--- src/core/plc_pkg.sv ---
// Package for the link capability register: offsets, fields, resets, carriers
// Operation
// - Bits 3:0 read a fixed top speed code of 1 (2.5 Gbps).
// - Bits 9:4 hold a lockable lane count, starting at the port's width.
// - A zero, reserved or invalid lane count trains the link as one lane.
// - A written lane count can force a narrower link than the physical width.
// - Bits 11:10 always read 3: both low power states supported.
// - Bits 14:12 read 5 with separate clocks, 3 with a common clock.
// - Bits 17:15 hold the sleep exit delay, resetting to 2.
// - Bit 18 reads zero: reference clock removal is not tolerated.
// - Bit 19 resets to 1 downstream and 0 upstream.
// - Bit 20 resets to 1 downstream and stays zero upstream.
// - Bit 21 resets to 1 downstream and 0 upstream.
// - In revision 1.1 compatibility mode bit 21 resets to zero everywhere.
// - Bits 31:24 read the owning port number, 0 to 6.
package plc_pkg;
  localparam int ADDR_W = 12;
  localparam logic [ADDR_W-1:0] LINK_CAP_IDX = 12'h04c;
  localparam logic [ADDR_W-1:0] LINK_CAP_ADDR = 12'h130;
  localparam int SPEED_LSB = 0;
  localparam int SPEED_MSB = 3;
  localparam int WIDTH_LSB = 4;
  localparam int WIDTH_MSB = 9;
  localparam int ASPM_LSB = 10;
  localparam int ASPM_MSB = 11;
  localparam int L0S_LSB = 12;
  localparam int L0S_MSB = 14;
  localparam int L1_LSB = 15;
  localparam int L1_MSB = 17;
  localparam int CPM_BIT = 18;
  localparam int SDOWN_BIT = 19;
  localparam int ALIVE_BIT = 20;
  localparam int BWN_BIT = 21;
  localparam int PORT_LSB = 24;
  localparam int PORT_MSB = 31;
  localparam logic [3:0] SPEED_GEN1 = 4'h1;
  localparam logic [1:0] ASPM_L0S_L1 = 2'h3;
  localparam logic [2:0] L0S_SEPARATE = 3'h5;
  localparam logic [2:0] L0S_COMMON = 3'h3;
  localparam logic [2:0] L1_RESET = 3'h2;
  localparam logic REFCLK_REMOVAL = 1'h0;
  localparam logic [5:0] WIDTH_X1 = 6'h01;
  localparam logic [5:0] WIDTH_X2 = 6'h02;
  localparam logic [5:0] WIDTH_X4 = 6'h04;
  localparam logic [5:0] WIDTH_X8 = 6'h08;
  localparam logic [5:0] WIDTH_X12 = 6'h0c;
  localparam logic [5:0] WIDTH_X16 = 6'h10;
  localparam logic [5:0] WIDTH_X32 = 6'h20;
  localparam logic [7:0] PORT_MAX = 8'h06;
  localparam logic [31:0] ZERO_WORD = 32'h0000_0000;

  typedef struct packed {
    logic [ADDR_W-1:0] addr;
    logic [31:0] wdata;
    logic wr;
    logic rd;
  } plc_bus_s;

  typedef struct packed {
    logic [7:0] port_index;
    logic [5:0] phys_width;
    logic upstream;
    logic compat_1p1;
  } plc_strap_s;

  function automatic logic plc_width_valid(input logic [5:0] code);
    plc_width_valid = (code == WIDTH_X1) || (code == WIDTH_X2) ||
      (code == WIDTH_X4) || (code == WIDTH_X8) || (code == WIDTH_X12) ||
      (code == WIDTH_X16) || (code == WIDTH_X32);
  endfunction

  function automatic logic plc_hit(input plc_bus_s b);
    plc_hit = (b.addr == LINK_CAP_ADDR);
  endfunction
endpackage

--- src/core/plc_link_cap.sv ---
// Link capability register for one switch port, with trained width output
`timescale 1ns/1ps
module plc_link_cap (
  input wire logic clk_in, // Core clock, 250 MHz
  input wire logic rst_n_in, // Asynchronous reset, active low
  input wire logic en_in, // Clock enable, freezes all state when low
  input wire plc_pkg::plc_bus_s bus_in, // Register access request
  input wire plc_pkg::plc_strap_s strap_in, // Port straps, caught after reset
  input wire logic unlock_in, // Register unlock control
  input wire logic common_clk_in, // Common reference clock in use
  output logic [31:0] rdata_out, // Read data, valid the cycle after a read
  output logic [5:0] train_width_out, // Lane count the link trains at
  output logic loaded_out // Straps captured, register usable
);
  import plc_pkg::*;

  logic loaded_q;
  logic up_q;
  logic [7:0] port_q;
  logic [5:0] phys_q;
  logic [5:0] width_q;
  logic [2:0] l1_q;
  logic sdown_q;
  logic alive_q;
  logic bwn_q;
  logic [31:0] rdata_q;
  logic [5:0] train_q;
  logic [5:0] train_d;
  logic [31:0] cap_word;
  logic wr_hit;
  logic rd_hit;
  logic wr_open;

  assign wr_hit = en_in && bus_in.wr && plc_hit(bus_in);
  assign rd_hit = en_in && bus_in.rd && plc_hit(bus_in);
  // Writes before the straps land would be overwritten, so they are dropped
  assign wr_open = wr_hit && unlock_in && loaded_q;

  // Straps are caught on the first enabled edge after reset release
  always_ff @(posedge clk_in or negedge rst_n_in) begin
    if (!rst_n_in) begin
      loaded_q <= 1'b0;
      up_q <= 1'b0;
      port_q <= 8'h00;
      phys_q <= WIDTH_X1;
    end else if (en_in && !loaded_q) begin
      loaded_q <= 1'b1;
      up_q <= strap_in.upstream;
      port_q <= strap_in.port_index;
      phys_q <= strap_in.phys_width;
    end
  end

  // Lane count field: starts at the physical width, writable when unlocked
  always_ff @(posedge clk_in or negedge rst_n_in) begin
    if (!rst_n_in) begin
      width_q <= WIDTH_X1;
    end else if (en_in && !loaded_q) begin
      width_q <= strap_in.phys_width;
    end else if (wr_open) begin
      width_q <= bus_in.wdata[WIDTH_MSB:WIDTH_LSB];
    end
  end

  // Sleep exit delay, lockable
  always_ff @(posedge clk_in or negedge rst_n_in) begin
    if (!rst_n_in) begin
      l1_q <= L1_RESET;
    end else if (en_in && !loaded_q) begin
      l1_q <= L1_RESET;
    end else if (wr_open) begin
      l1_q <= bus_in.wdata[L1_MSB:L1_LSB];
    end
  end

  // Port role capability bits; upstream keeps link alive and bandwidth bits at zero
  always_ff @(posedge clk_in or negedge rst_n_in) begin
    if (!rst_n_in) begin
      sdown_q <= 1'b0;
      alive_q <= 1'b0;
      bwn_q <= 1'b0;
    end else if (en_in && !loaded_q) begin
      sdown_q <= !strap_in.upstream;
      alive_q <= !strap_in.upstream;
      bwn_q <= !strap_in.upstream && !strap_in.compat_1p1;
    end else if (wr_open) begin
      sdown_q <= bus_in.wdata[SDOWN_BIT];
      alive_q <= bus_in.wdata[ALIVE_BIT] && !up_q;
      bwn_q <= bus_in.wdata[BWN_BIT] && !up_q;
    end
  end

  always_comb begin
    cap_word = ZERO_WORD;
    cap_word[SPEED_MSB:SPEED_LSB] = SPEED_GEN1;
    cap_word[WIDTH_MSB:WIDTH_LSB] = width_q;
    cap_word[ASPM_MSB:ASPM_LSB] = ASPM_L0S_L1;
    // Follows the clock mode live, so a mode change needs no rewrite
    cap_word[L0S_MSB:L0S_LSB] = common_clk_in ? L0S_COMMON : L0S_SEPARATE;
    cap_word[L1_MSB:L1_LSB] = l1_q;
    cap_word[CPM_BIT] = REFCLK_REMOVAL;
    cap_word[SDOWN_BIT] = sdown_q;
    cap_word[ALIVE_BIT] = alive_q;
    cap_word[BWN_BIT] = bwn_q;
    cap_word[PORT_MSB:PORT_LSB] = port_q;
  end

  // Read data stands for one cycle only; unmapped reads return zero
  always_ff @(posedge clk_in or negedge rst_n_in) begin
    if (!rst_n_in) begin
      rdata_q <= ZERO_WORD;
    end else if (en_in) begin
      rdata_q <= rd_hit ? cap_word : ZERO_WORD;
    end
  end

  // Invalid codes fall back to one lane; a wider code than fitted is clipped
  always_comb begin
    if (!plc_width_valid(width_q)) begin
      train_d = WIDTH_X1;
    end else if (width_q > phys_q) begin
      train_d = phys_q;
    end else begin
      train_d = width_q;
    end
  end

  always_ff @(posedge clk_in or negedge rst_n_in) begin
    if (!rst_n_in) begin
      train_q <= WIDTH_X1;
    end else if (en_in) begin
      train_q <= train_d;
    end
  end

  assign rdata_out = rdata_q;
  assign train_width_out = train_q;
  assign loaded_out = loaded_q;

  chk_speed_fixed: assert property (@(posedge clk_in) disable iff (!rst_n_in)
    rd_hit |=> rdata_q[SPEED_MSB:SPEED_LSB] == 4'h1)
    else $error("top speed code not 1");

  chk_width_strap: assert property (@(posedge clk_in) disable iff (!rst_n_in)
    (en_in && !loaded_q) |=> width_q == $past(strap_in.phys_width))
    else $error("lane count not loaded from physical width");

  chk_width_unlocked: assert property (@(posedge clk_in) disable iff (!rst_n_in)
    (wr_open && !$past(wr_open)) |=> ##0 width_q == $past(bus_in.wdata[9:4]))
    else $error("unlocked write did not update lane count");

  chk_width_locked: assert property (@(posedge clk_in) disable iff (!rst_n_in)
    (wr_hit && !unlock_in && loaded_q) |=> $stable(width_q) && $stable(l1_q))
    else $error("locked write changed a field");

  chk_train_invalid: assert property (@(posedge clk_in) disable iff (!rst_n_in)
    (en_in && !plc_width_valid(width_q)) |=> train_q == 6'h01)
    else $error("invalid lane count did not train one lane");

  chk_train_narrow: assert property (@(posedge clk_in) disable iff (!rst_n_in)
    (en_in && plc_width_valid(width_q) && width_q <= phys_q) |=> train_q == $past(width_q))
    else $error("narrow lane count not applied");

  chk_aspm_fixed: assert property (@(posedge clk_in) disable iff (!rst_n_in)
    rd_hit |=> rdata_q[ASPM_MSB:ASPM_LSB] == 2'h3)
    else $error("low power support not 3");

  chk_l0s_clock: assert property (@(posedge clk_in) disable iff (!rst_n_in)
    rd_hit |=> rdata_q[L0S_MSB:L0S_LSB] == ($past(common_clk_in) ? 3'h3 : 3'h5))
    else $error("standby exit delay wrong for clock mode");

  chk_l1_reset: assert property (@(posedge clk_in) disable iff (!rst_n_in)
    $rose(loaded_q) |-> l1_q == 3'h2)
    else $error("sleep exit delay not 2 after load");

  chk_cpm_zero: assert property (@(posedge clk_in) disable iff (!rst_n_in)
    rd_hit |=> !rdata_q[CPM_BIT])
    else $error("refclk removal bit set");

  chk_role_load: assert property (@(posedge clk_in) disable iff (!rst_n_in)
    $rose(loaded_q) |-> sdown_q == !up_q && alive_q == !up_q)
    else $error("role bits wrong after load");

  chk_up_zero: assert property (@(posedge clk_in) disable iff (!rst_n_in)
    (loaded_q && up_q) |-> !alive_q && !bwn_q)
    else $error("upstream reports link alive or bandwidth");

  chk_bwn_load: assert property (@(posedge clk_in) disable iff (!rst_n_in)
    (en_in && !loaded_q) |=> bwn_q == (!$past(strap_in.upstream) && !$past(strap_in.compat_1p1)))
    else $error("bandwidth notify bit wrong after load");

  chk_compat_zero: assert property (@(posedge clk_in) disable iff (!rst_n_in)
    (en_in && !loaded_q && strap_in.compat_1p1) |=> !bwn_q)
    else $error("bandwidth notify set in compatibility mode");

  chk_port_read: assert property (@(posedge clk_in) disable iff (!rst_n_in)
    (rd_hit && loaded_q) |=> rdata_q[PORT_MSB:PORT_LSB] == port_q)
    else $error("port index read wrong");

  chk_unmapped_zero: assert property (@(posedge clk_in) disable iff (!rst_n_in)
    (en_in && !rd_hit) |=> rdata_q == 32'h0000_0000)
    else $error("read data not zero outside a hit");

  chk_width_read: assert property (@(posedge clk_in) disable iff (!rst_n_in)
    rd_hit |=>
    rdata_q[WIDTH_MSB:WIDTH_LSB] == $past(width_q))
    else $error("lane count read wrong");

  chk_train_clip: assert property (@(posedge clk_in) disable iff (!rst_n_in)
    (en_in && plc_width_valid(width_q) && width_q > phys_q) |=>
    train_q == $past(phys_q))
    else $error("wide lane count not clipped to physical width");

  chk_l1_read: assert property (@(posedge clk_in) disable iff (!rst_n_in)
    rd_hit |=>
    rdata_q[L1_MSB:L1_LSB] == $past(l1_q))
    else $error("sleep exit delay read wrong");

  chk_l1_unlocked: assert property (@(posedge clk_in) disable iff (!rst_n_in)
    wr_open |=>
    l1_q == $past(bus_in.wdata[L1_MSB:L1_LSB]))
    else $error("unlocked write did not update sleep exit delay");

  chk_resv_zero: assert property (@(posedge clk_in) disable iff (!rst_n_in)
    rd_hit |=>
    rdata_q[PORT_LSB-1:BWN_BIT+1] == '0)
    else $error("reserved bits not zero");

  chk_sdown_read: assert property (@(posedge clk_in) disable iff (!rst_n_in)
    rd_hit |=>
    rdata_q[SDOWN_BIT] == $past(sdown_q))
    else $error("sudden loss bit read wrong");

  chk_alive_read: assert property (@(posedge clk_in) disable iff (!rst_n_in)
    rd_hit |=>
    rdata_q[ALIVE_BIT] == $past(alive_q))
    else $error("link alive bit read wrong");

  chk_bwn_read: assert property (@(posedge clk_in) disable iff (!rst_n_in)
    rd_hit |=>
    rdata_q[BWN_BIT] == $past(bwn_q))
    else $error("bandwidth notify bit read wrong");

  chk_sdown_load: assert property (@(posedge clk_in) disable iff (!rst_n_in)
    (en_in && !loaded_q) |=>
    sdown_q == !$past(strap_in.upstream))
    else $error("sudden loss bit wrong after load");

  chk_alive_load: assert property (@(posedge clk_in) disable iff (!rst_n_in)
    (en_in && !loaded_q) |=>
    alive_q == !$past(strap_in.upstream))
    else $error("link alive bit wrong after load");

  chk_port_load: assert property (@(posedge clk_in) disable iff (!rst_n_in)
    (en_in && !loaded_q) |=>
    port_q == $past(strap_in.port_index))
    else $error("port index not loaded from strap");

  chk_straps_held: assert property (@(posedge clk_in) disable iff (!rst_n_in)
    loaded_q |=>
    $stable(port_q) && $stable(up_q) && $stable(phys_q))
    else $error("captured straps changed");

  chk_loaded_once: assert property (@(posedge clk_in) disable iff (!rst_n_in)
    loaded_q |=>
    loaded_q)
    else $error("loaded flag dropped without reset");

  chk_sdown_unlocked: assert property (@(posedge clk_in) disable iff (!rst_n_in)
    wr_open |=>
    sdown_q == $past(bus_in.wdata[SDOWN_BIT]))
    else $error("unlocked write did not update sudden loss bit");

  chk_alive_unlocked: assert property (@(posedge clk_in) disable iff (!rst_n_in)
    wr_open |=>
    alive_q == ($past(bus_in.wdata[ALIVE_BIT]) && !$past(up_q)))
    else $error("link alive bit wrong after unlocked write");

  chk_bwn_unlocked: assert property (@(posedge clk_in) disable iff (!rst_n_in)
    wr_open |=>
    bwn_q == ($past(bus_in.wdata[BWN_BIT]) && !$past(up_q)))
    else $error("bandwidth notify bit wrong after unlocked write");

  chk_role_locked: assert property (@(posedge clk_in) disable iff (!rst_n_in)
    (wr_hit && !unlock_in && loaded_q) |=>
    $stable(sdown_q) && $stable(alive_q) && $stable(bwn_q))
    else $error("locked write changed a role bit");

  chk_unmapped_write: assert property (@(posedge clk_in) disable iff (!rst_n_in)
    (loaded_q && en_in && bus_in.wr && !plc_hit(bus_in)) |=>
    $stable(width_q) && $stable(l1_q) && $stable(sdown_q))
    else $error("unmapped write changed a field");

  chk_freeze_state: assert property (@(posedge clk_in) disable iff (!rst_n_in)
    !en_in |=>
    $stable(loaded_q) && $stable(width_q) && $stable(l1_q) && $stable(bwn_q))
    else $error("field changed while clock enable low");

  chk_freeze_read: assert property (@(posedge clk_in) disable iff (!rst_n_in)
    !en_in |=>
    $stable(rdata_q) && $stable(train_q))
    else $error("output changed while clock enable low");

  cov_unlocked_write: cover property (@(posedge clk_in) disable iff (!rst_n_in)
    wr_open ##1 rd_hit);
  cov_narrow_train: cover property (@(posedge clk_in) disable iff (!rst_n_in)
    loaded_q && train_q < phys_q);
  cov_invalid_train: cover property (@(posedge clk_in) disable iff (!rst_n_in)
    loaded_q && !plc_width_valid(width_q));
  cov_locked_write: cover property (@(posedge clk_in) disable iff (!rst_n_in)
    wr_hit && !unlock_in && loaded_q);
  cov_upstream_write: cover property (@(posedge clk_in) disable iff (!rst_n_in)
    wr_open && up_q);
endmodule

--- config.mk ---
export PLATFORM = sky130hd
export DESIGN_NAME = plc_link_cap
export DESIGN_NICKNAME = d
export VERILOG_FILES = /design/src/core/plc_pkg.sv /design/src/core/plc_link_cap.sv
export SDC_FILE = /design/constraint.sdc
export NUM_CORES = 1
export LEC_CHECK = 0
export BUFFER_PORTS_ARGS = -buffer_cell sky130_fd_sc_hd__buf_2
export CELL_PAD_IN_SITES_DETAIL_PLACEMENT = 0
export CELL_PAD_IN_SITES_GLOBAL_PLACEMENT = 2
export CORE_MARGIN = 2
export CORE_UTILIZATION = 31
export DETAILED_ROUTE_END_ITERATION = 10
export PLACE_DENSITY = 0.87
export SYNTH_ARGS = -nofsm -noshare
export SYNTH_HDL_FRONTEND = slang
export SYNTH_SLANG_ARGS = --single-unit
export TNS_END_PERCENT = 1
--- constraint.sdc ---
create_clock -name clk_in -period 3.6 [get_ports clk_in]
set_input_delay 0.72 -clock clk_in [delete_from_list [all_inputs] [get_ports clk_in]]
set_output_delay 0.72 -clock clk_in [all_outputs]
set_load 0.005 [all_outputs]
==> metrics, run 1 <==
largest family of logic cells by synthesized area=simple AND/OR/NAND/NOR gates; crit-path leading delay family=compound AO/OA/AOI/OAI gates; WL/cell=14.01 um; worst hold path class=flip-flop to flip-flop; RSZ-0062 raised after global routing=false; Pleak=0.001698 uW; All-Layer GR Usage=0.1414; most common cell in the netlist=dfrtp_1; clk_lat worst skew=0.32 ns; CP Data Required Time=3.82 ns; Final Setup Violations=0; CTS tree=built; final wirelength=6.263 mm; Worst-path clk slew=0.06 ns; Async S/R FF share, synth=1.000; top cells by area, synth=dfrtp_1 49%, a22o_1 6.8%, nand2_1 6.7%, mux2i_1 4.1%, dfstp_2 3.9%; WS Path Type=flip-flop to flip-flop; port buffer count=79; post-synthesis compound-gate area fraction=0.1637; Tcrit/Tclk final=0.5914; Fill cells=910; Synthesis Warnings=0; post-CTS setup buffer count=0; die span in x=97.29 um; Final GP Congestion=0.8149; DRT antenna net count=0; worst slew pin tran=0.9169 ns; CP Buf/Inv Count=1; mux cell area share after synthesis=0.04082; crit-path cells=inv_1 > ha_1 > nand4_1 > nor2_1 > a21oi_1 > a21oi_1 > a311oi_1; Post-synth EDFFs=0; WHS Endpoint=port_q[5]; Post-CTS Hold Buffers=0; Slew Viols, Final=0; Max FO, Critical Path=6; Min-Delay Path Depth=2; final net count=408; hold_sp=port_q[5]; CTS sink count=57; status=complete, no violations; Crit. End Element=flip-flop; Worst Reg-to-Reg Cells=7; worst r2r dst=train_width_out[3]; XOR/XNOR Fraction of Synth Area=0.003247; CP peak stage delay=0.59 ns; Final Core Density=0.3869; Layout Area Growth over Synthesis=23.24%; Worst path slowest cell=dfstp_2; Post-Synth Adder-Cell Area=0.02783; pwr/cell area=451.5 nW/um2; Core ar.=8593 um2; clock root buffer=clkbuf_8; initial antenna violation count=0; register area share after synthesis=0.5306; Setup crit start kind=flip-flop; vias per inst=4.796; final worst slack=1.471 ns; PostCTS Resize Cnt=0; most common flop cell mapped by yosys=dfrtp_1; Yosys top cell by area=dfrtp_1; FF+latch count, synth=57; Critical R2R Launch=width_q[0]; DR vias=2144; Rows=34; full die area=9464 um2; Critical Path AT=2.35 ns; fmax=469.7 MHz; clock skew=0.003737 ns; drt drc=0; most frequent cells after synthesis=53 x dfrtp_1, 48 x nand2_1, 21 x a22o_1, 14 x a21oi_1, 13 x o21ai_0; fraction of the mapped netlist area in simple logic gates=0.1684; Synth cell types=42; Final Hold Fails=0; max-cap violation count=0; most frequent CP cell=a21oi_1; largest net degree at the start of global routing=43; Clock Path Buffers=2; dpl ws=1.252 ns; Tmin final=2.129 ns; antenna diode count=0; htree depth=3; initial core utilization=0.3139; Max-Slew Margin vs Limit=0.3887; syn avg cell area=10.54 um2; drt initial violations=104; Max IR drop VDD=235.9 uV; cells after synthesis=256; Post-Syn Area=2698 um2; share of cells above drive strength 1=0.3304; Congestion Overflow GR=0; vias in the first global route=2113; Pre-antenna DRT Iters=4; setup_tns=0 ns; Top Ports=106; flop2flop setup slack=1.47 ns; Synth top area share=0.4917; number of CTS-inserted buffers=9; DP HPWL=4.425 mm; Die Y=97.29 um; first-pass GRT wire length=10.79 mm
cell type report:
| class | instances | area (um2) | share of cell area |
|---|---|---|---|
| clock inverters | 3 | 15.01 | 0.004516 |
| clock buffers | 12 | 165.2 | 0.04968 |
| well taps | 108 | 135.1 | 0.04065 |
| repair buffers | 83 | 425.4 | 0.1280 |
| multi-input cells | 174 | 1115 | 0.3353 |
| inverters | 10 | 37.54 | 0.01129 |
| flip-flops and latches | 57 | 1431 | 0.4306 |
cells by family after synthesis:
| group | after synthesis |
|---|---|
| multiplexers | 11 |
| flip-flops | 57 |
| other | 1 |
| adder cells (fa/ha/maj) | 6 |
| buffers and inverters | 30 |
| XOR/XNOR | 1 |
| AO/OA/AOI/OAI | 63 |
| AND/OR/NAND/NOR | 87 |
cells in the final DEF, fill, tap and decap left out, types with 9 or more instances in the layout:
cell type  netlist  layout
buf_2            2      79
clkbuf_8         0      12
a22o_1          21      21
nand2_1         48      48
nor2_1          11      10
o21ai_0         13      13
dfrtp_1         53      53
mux2i_1         11      11
a21oi_1         14      14
inv_1            9       9
report_power, final:
| group | switching (uW) | total (uW) | internal (uW) |
|---|---|---|---|
| sequential | 43.9 | 739 | 695 |
| combinational | 130 | 229 | 99.6 |
| clock | 234 | 532 | 298 |
worst max-delay path by stage:
| stage | start | end | slack (ns) | cells after the start |
|---|---|---|---|---|
| 3_5_place_dp | en_in | sdown_q | 1.25 | 6 |
| 4_1_cts | width_q[0] | train_width_out[3] | 1.47 | 7 |
| 3_3_place_gp | en_in | sdown_q | 1.27 | 6 |
| 2_1_floorplan | bus_in[41] | sdown_q | 1.64 | 6 |
| 5_1_grt | width_q[0] | train_width_out[3] | 1.28 | 7 |
| 6_report | width_q[0] | train_width_out[3] | 1.47 | 7 |
routing by layer:
metal	track usage	wire, um	vias up
met4	0.03526	44	0
met1	0.2045	3067	1023
met5	0	0	-
met3	0.04317	417	5
met2	0.2078	2734	75
li1	-	-	1041
worst min-delay path: stages, from the launching register on:
cell and delay, ns:
dfrtp_1 0.34, nand2_1 0.05, nand2_1 0.05
through the flow:
step                      total power, uW  cells  hold WS, ns  cell area, um2
after floorplan                     884.7    261       0.4244            2716
after global placement              977.0    432       0.4584            3144
after detailed placement            984.2    432       0.4639            3144
after CTS                            1527    447       0.4757            3324
after global routing                 1594    447       0.4987            3324
final                                1501    447       0.4719            3324
sequential cells by signal, indices dropped and copies added (netlist names):
signal and cells:
phys_q 6, bwn_q 1, up_q 1, train_width_out 6, port_q 8, sdown_q 1
rdata_out 23, width_q 6, l1_q 3, alive_q 1, loaded_out 1
(Power assumes the default switching activity.)
==> run 2: changes to the inputs <==
--- a/config.mk
+++ b/config.mk
@@ -9,9 +9,9 @@
 export CELL_PAD_IN_SITES_DETAIL_PLACEMENT = 0
 export CELL_PAD_IN_SITES_GLOBAL_PLACEMENT = 2
 export CORE_MARGIN = 2
-export CORE_UTILIZATION = 31
+export CORE_UTILIZATION = 29
 export DETAILED_ROUTE_END_ITERATION = 10
-export PLACE_DENSITY = 0.87
+export PLACE_DENSITY = 0.83
 export SYNTH_ARGS = -nofsm -noshare
 export SYNTH_HDL_FRONTEND = slang
 export SYNTH_SLANG_ARGS = --single-unit
==> constraint.sdc (replaced) <==
create_clock -name clk_in -period 2.05 [get_ports clk_in]
set_input_delay 0.41 -clock clk_in [delete_from_list [all_inputs] [get_ports clk_in]]
set_output_delay 0.41 -clock clk_in [all_outputs]
set_load 0.005 [all_outputs]
==> run 2 against run 1 <==
Net effect: first-iteration DRC count shrank 7.7%; flip-flop and latch count is the same; count of clock-buffer cells in the layout shrank 2; global-route usage shrank 0.76 points; register-to-register slack lost 1.3 ns; wire length grew 3.2%; die area grew 6.6%; non-clock buffer count grew 10; maximum frequency grew 14%; clock power grew 64%; combinational power grew 110%; critical endpoint unchanged.
==> metrics, run 2 (synthesis results as in run 1) <==
status=complete, no violations; DR vias=2191; Final GP Congestion=0.7869; Pint=1858 uW; dpl ws=0.07466 ns; number of CTS-inserted buffers=9; largest net degree at the start of global routing=58; Psw=761.7 uW; most common cell after layout, fill and taps aside=buf_2; Worst-path clk slew=0.07 ns; Rows=35; setup_tns=0 ns; CP Data Required Time=2.28 ns; worst hold slack=0.06626 ns; Final Setup Violations=0; drt initial violations=96; clock root buffer=clkbuf_8; DRT antenna net count=0; Overall Power=2620 uW; Congestion Overflow GR=0; Final Hold Fails=0; fmax=536.7 MHz; max-cap violation count=0; drt drc=0; htree depth=3; Comb power frac=0.181; worst hold path class=input port to asynchronous set/reset pin; CP peak stage delay=0.39 ns; die span in x=100.4 um; pwr/cell area=770.6 nW/um2; Layout Area Growth over Synthesis=26.02%; clk_lat worst skew=0.33 ns; share of cells above drive strength 1=0.3514; Worst Reg-to-Reg Cells=8; Tmin final=1.863 ns; DP HPWL=4.614 mm; Clock Path Buffers=2; final net count=418; WL/cell=14.03 um; Worst path slowest cell=dfrtp_1; CTS tree=built; Pleak=0.001736 uW; initial core utilization=0.2947; clock skew=0.008754 ns; vias in the first global route=2126; CTS sink count=57; most frequent CP cell=a21oi_1; port buffer count=79; Core ar.=9153 um2; antenna diode count=0; Slew Viols, Final=0; crit-path cells=inv_1 > ha_1 > and4_1 > o21ai_1 > a21oi_1 > buf_4 > a21oi_1 > a311oi_1; max FFs per register=23; final worst slack=0.1867 ns; Die Y=100.4 um; Reg power frac=0.485; final wirelength=6.466 mm; Post-CTS Hold Buffers=0; Critical R2R Launch=phys_q[5]; Crit. End Element=flip-flop; Top Ports=106; Pre-antenna DRT Iters=4; first-pass GRT wire length=10.41 mm; Max IR drop VDD=516.3 uV; RSZ-0062 raised after global routing=false; WS Path Type=flip-flop to flip-flop; Clock Power Share=0.334; full die area=10090 um2; worst r2r dst=train_width_out[3]; Max FO, Critical Path=5; flop2flop setup slack=0.19 ns; vias per inst=4.753; Setup crit start kind=flip-flop; Critical Path AT=2.09 ns; Sw Ratio=0.2908; Tcrit/Tclk final=0.9089; initial antenna violation count=0; All-Layer GR Usage=0.1338; commonest non-fill, non-tap cells in the layout=79 x buf_2, 53 x dfrtp_1, 48 x nand2_1, 21 x a22o_1, 14 x a21oi_1
[run 2: cell types whose count changed in the layout (fill, tap and decap cells not counted), sizes merged]
cell	change
clkinvlp	+2
clkinv	+1
buf	+10
clkbuf	-2
[run 2: what timing repair did]
action                     4_1_cts  5_1_grt
buffers inserted                 0        0
gates resized for setup          0        2
setup endpoints to repair        0        6
[run 2: worst max path at each step]
stage	start	endpoint	cells after the start
global placement	phys_q[1]	train_width_out[4]	7
CTS	phys_q[1]	train_width_out[3]	7
global route	phys_q[5]	train_width_out[3]	8
detailed placement	phys_q[1]	train_width_out[3]	7
floorplan	width_q[0]	train_width_out[4]	7
finish	phys_q[5]	train_width_out[3]	8
[run 2: cell type report]
cell class | instances | area [um2]
Clock inverter | 6 | 35.03
Timing Repair Buffer | 93 | 513.0
Fill cell | 944 | 5753
Inverter | 10 | 37.54
Sequential cell | 57 | 1431
Tap cell | 111 | 138.9
Multi-Input combinational cell | 174 | 1116
Clock buffer | 10 | 127.6
[run 2: per-layer routing]
metal / part of all wire / up-vias / track usage / wire [um]
met2: 0.45 / 65 / 0.2039 / 2920
li1: - / 1064 / - / -
met3: 0.043 / 6 / 0.03552 / 276
met4: 0.014 / 0 / 0.04426 / 89
met5: 0 / - / 0 / 0
met1: 0.49 / 1056 / 0.1850 / 3179
[run 2: power by group through the flow]
stage          clock network [uW]  registers [uW]  logic [uW]
2_1_floorplan                   0            1300         256
3_3_place_gp                    0            1290         467
3_5_place_dp                    0            1290         476
4_1_cts                       913            1270         479
5_1_grt                       958            1280         537
6_report                      875            1270         474
[run 2: through the flow]
stage / utilization / std cells / instance area, um2
final: 0.3714 / 461 / 3400
after CTS: 0.3713 / 461 / 3398
after floorplan: - / 261 / 2716
after global routing: 0.3714 / 461 / 3400
after detailed placement: 0.3535 / 445 / 3236
after global placement: 0.3535 / 445 / 3236
[run 2: worst max-delay path, delay by kind of cell, from the launching register on]
kind / cells / cell delay [ns]
AOI/OAI and AO/OA: 4 / 0.63
DFF: 1 / 0.39
and+or+nand+nor: 1 / 0.19
adders and majority gates: 1 / 0.34
buffers and inverters: 2 / 0.23
==> run 3: changes to the inputs <==
--- a/config.mk
+++ b/config.mk
@@ -11,6 +11,7 @@
 export CORE_MARGIN = 2
 export CORE_UTILIZATION = 29
 export DETAILED_ROUTE_END_ITERATION = 10
+export GPL_TIMING_DRIVEN = 0
 export PLACE_DENSITY = 0.83
 export SYNTH_ARGS = -nofsm -noshare
 export SYNTH_HDL_FRONTEND = slang
==> run 3 against run 2 <==
Net effect: first-iteration DRC count shrank 25%; final cell count rose by 1.5%; critical path depth fell by 2; combinational power is 5.1% lower; flip-flop and latch count unchanged; die area unchanged; sequential power hardly changed; cell area increased by 3.2%; largest cell class unchanged.
==> metrics, run 3 (synthesis results as in run 1) <==
largest net degree at the start of global routing=58; Max FO, Critical Path=7; share of cells above drive strength 1=0.3613; Crit. End Element=flip-flop; Comb power frac=0.156; Core ar.=9153 um2; Pint=2100 uW; Worst-path clk slew=0.07 ns; Congestion Overflow GR=0; All-Layer GR Usage=0.1393; initial antenna violation count=0; Setup crit start kind=flip-flop; Top Ports=106; clk_lat worst skew=0.34 ns; fmax=517.4 MHz; drt drc=0; Placed Cells=450; RSZ-0062 raised after global routing=true; Pre-antenna DRT Iters=4; Final GP Congestion=0.8104; vias in the first global route=2115; design area=3507 um2; die span in x=100.4 um; Tmin final=1.933 ns; initial core utilization=0.2947; worst slew pin tran=0.7210 ns; Slew Viols, Final=0; htree depth=3; placed cell area=3246 um2; DP HPWL=4.848 mm; max-cap violation count=0; Post-CTS Hold Buffers=0; CP Data Required Time=2.29 ns; final wirelength=6.688 mm; vias per inst=4.692; final net count=425; commonest non-fill, non-tap cells in the layout=79 x buf_2, 52 x dfrtp_1, 48 x nand2_1, 21 x a22o_1; Clock Path Buffers=2; antenna diode count=0; most common cell after layout, fill and taps aside=buf_2; status=complete, no violations; Rows=35; DR vias=2196; pwr/cell area=819.8 nW/um2; clock root buffer=clkbuf_8; Final Setup Violations=0; Final Hold Fails=0; Critical Path AT=2.17 ns; Pleak=0.001777 uW; CP peak stage delay=0.48 ns; Die Y=100.4 um; Worst path slowest cell=dfrtp_1; Reg power frac=0.451; CTS sink count=57; drt initial violations=72; flop2flop setup slack=0.12 ns; WS Path Type=flip-flop to flip-flop; Max-Slew Margin vs Limit=0.5193; Layout Area Growth over Synthesis=30.01%; non-filler cells in the finished layout=468; Clock Power Share=0.393; CTS tree=built; port buffer count=78; Worst Reg-to-Reg Cells=6; full die area=10090 um2; worst r2r dst=train_width_out[1]; Sw Ratio=0.2698; clock skew=0.007942 ns; Tcrit/Tclk final=0.9428; number of CTS-inserted buffers=9; Psw=775.7 uW; Max IR drop VDD=340.1 uV; DRT antenna net count=0; WL/cell=14.29 um; worst hold path class=input port to asynchronous set/reset pin; first-pass GRT wire length=10.83 mm; max FFs per register=23; crit-path cells=ha_1 > nor2b_1 > o21ai_2 > and3_2 > nand2_1 > a311oi_1; Critical R2R Launch=width_q[1]
run 3: worst max-delay path by stage:
| stage | startpoint | end | slack (ns) |
|---|---|---|---|
| after global routing | width_q[1] | train_width_out[1] | -0.03 |
| after CTS | width_q[0] | train_width_out[0] | 0.03 |
| after global placement | width_q[0] | train_width_out[3] | -0.04 |
| after floorplan | width_q[0] | train_width_out[4] | 0.25 |
| final | width_q[1] | train_width_out[1] | 0.12 |
| after detailed placement | width_q[0] | train_width_out[1] | -0.05 |
run 3: metal layers:
layer | wire length [um] | GRT usage | vias to the layer above
met1 | 3314 | 0.1959 | 1030
met3 | 320 | 0.04178 | 11
met5 | 0 | 0 | -
met2 | 2951 | 0.1998 | 67
met4 | 101 | 0.05690 | 0
li1 | - | - | 1088
run 3: power groups by stage:
stage | logic (uW) | clock network, uW | registers [uW]
after floorplan | 256 | 0 | 1300
after global placement | 410 | 0 | 1320
after detailed placement | 419 | 0 | 1320
after CTS | 424 | 1160 | 1300
after global routing | 511 | 1210 | 1310
final | 450 | 1130 | 1300
run 3: critical path: cells and delay by family, from the launching register on:
kind	cells	cell delay (ns)
AND/OR/NAND/NOR	3	0.51
adder cells (fa/ha/maj)	1	0.35
flip-flops	1	0.48
AO/OA/AOI/OAI	2	0.49
run 3: per-stage QoR:
stage / setup TNS (ns) / util / setup WS, ns / power (uW) / hold WS [ns]
global placement: -0.1104 / 0.3546 / -0.03925 / 1726 / 0.4585
CTS: 0 / 0.3780 / 0.02937 / 2883 / 0.2433
floorplan: 0 / - / 0.2499 / 1554 / 0.1144
finish: 0 / 0.3832 / 0.1172 / 2875 / 0.1233
global route: -0.08435 / 0.3832 / -0.02638 / 3034 / 0.1750
detailed placement: -0.1687 / 0.3546 / -0.04897 / 1740 / 0.4636
run 3: layout make-up:
type                            instances  area [um2]
Inverter                               10       37.54
Tap cell                              111       138.9
Multi-Input combinational cell        174        1145
Timing Repair Buffer                   80       407.9
Buffer                                 20       135.1
Fill cell                             946        5645
Sequential cell                        57        1433
Clock inverter                          6       82.58
Clock buffer                           10       127.6
run 3: repair_timing:
action / 4_1_cts / 5_1_grt
resized for setup: 2 / 8
gates cloned: 0 / 0
setup buffers: 0 / 2
setup endpoints to repair: 5 / 6
pin swaps: 0 / 1
hold endpoints to repair: 0 / 0
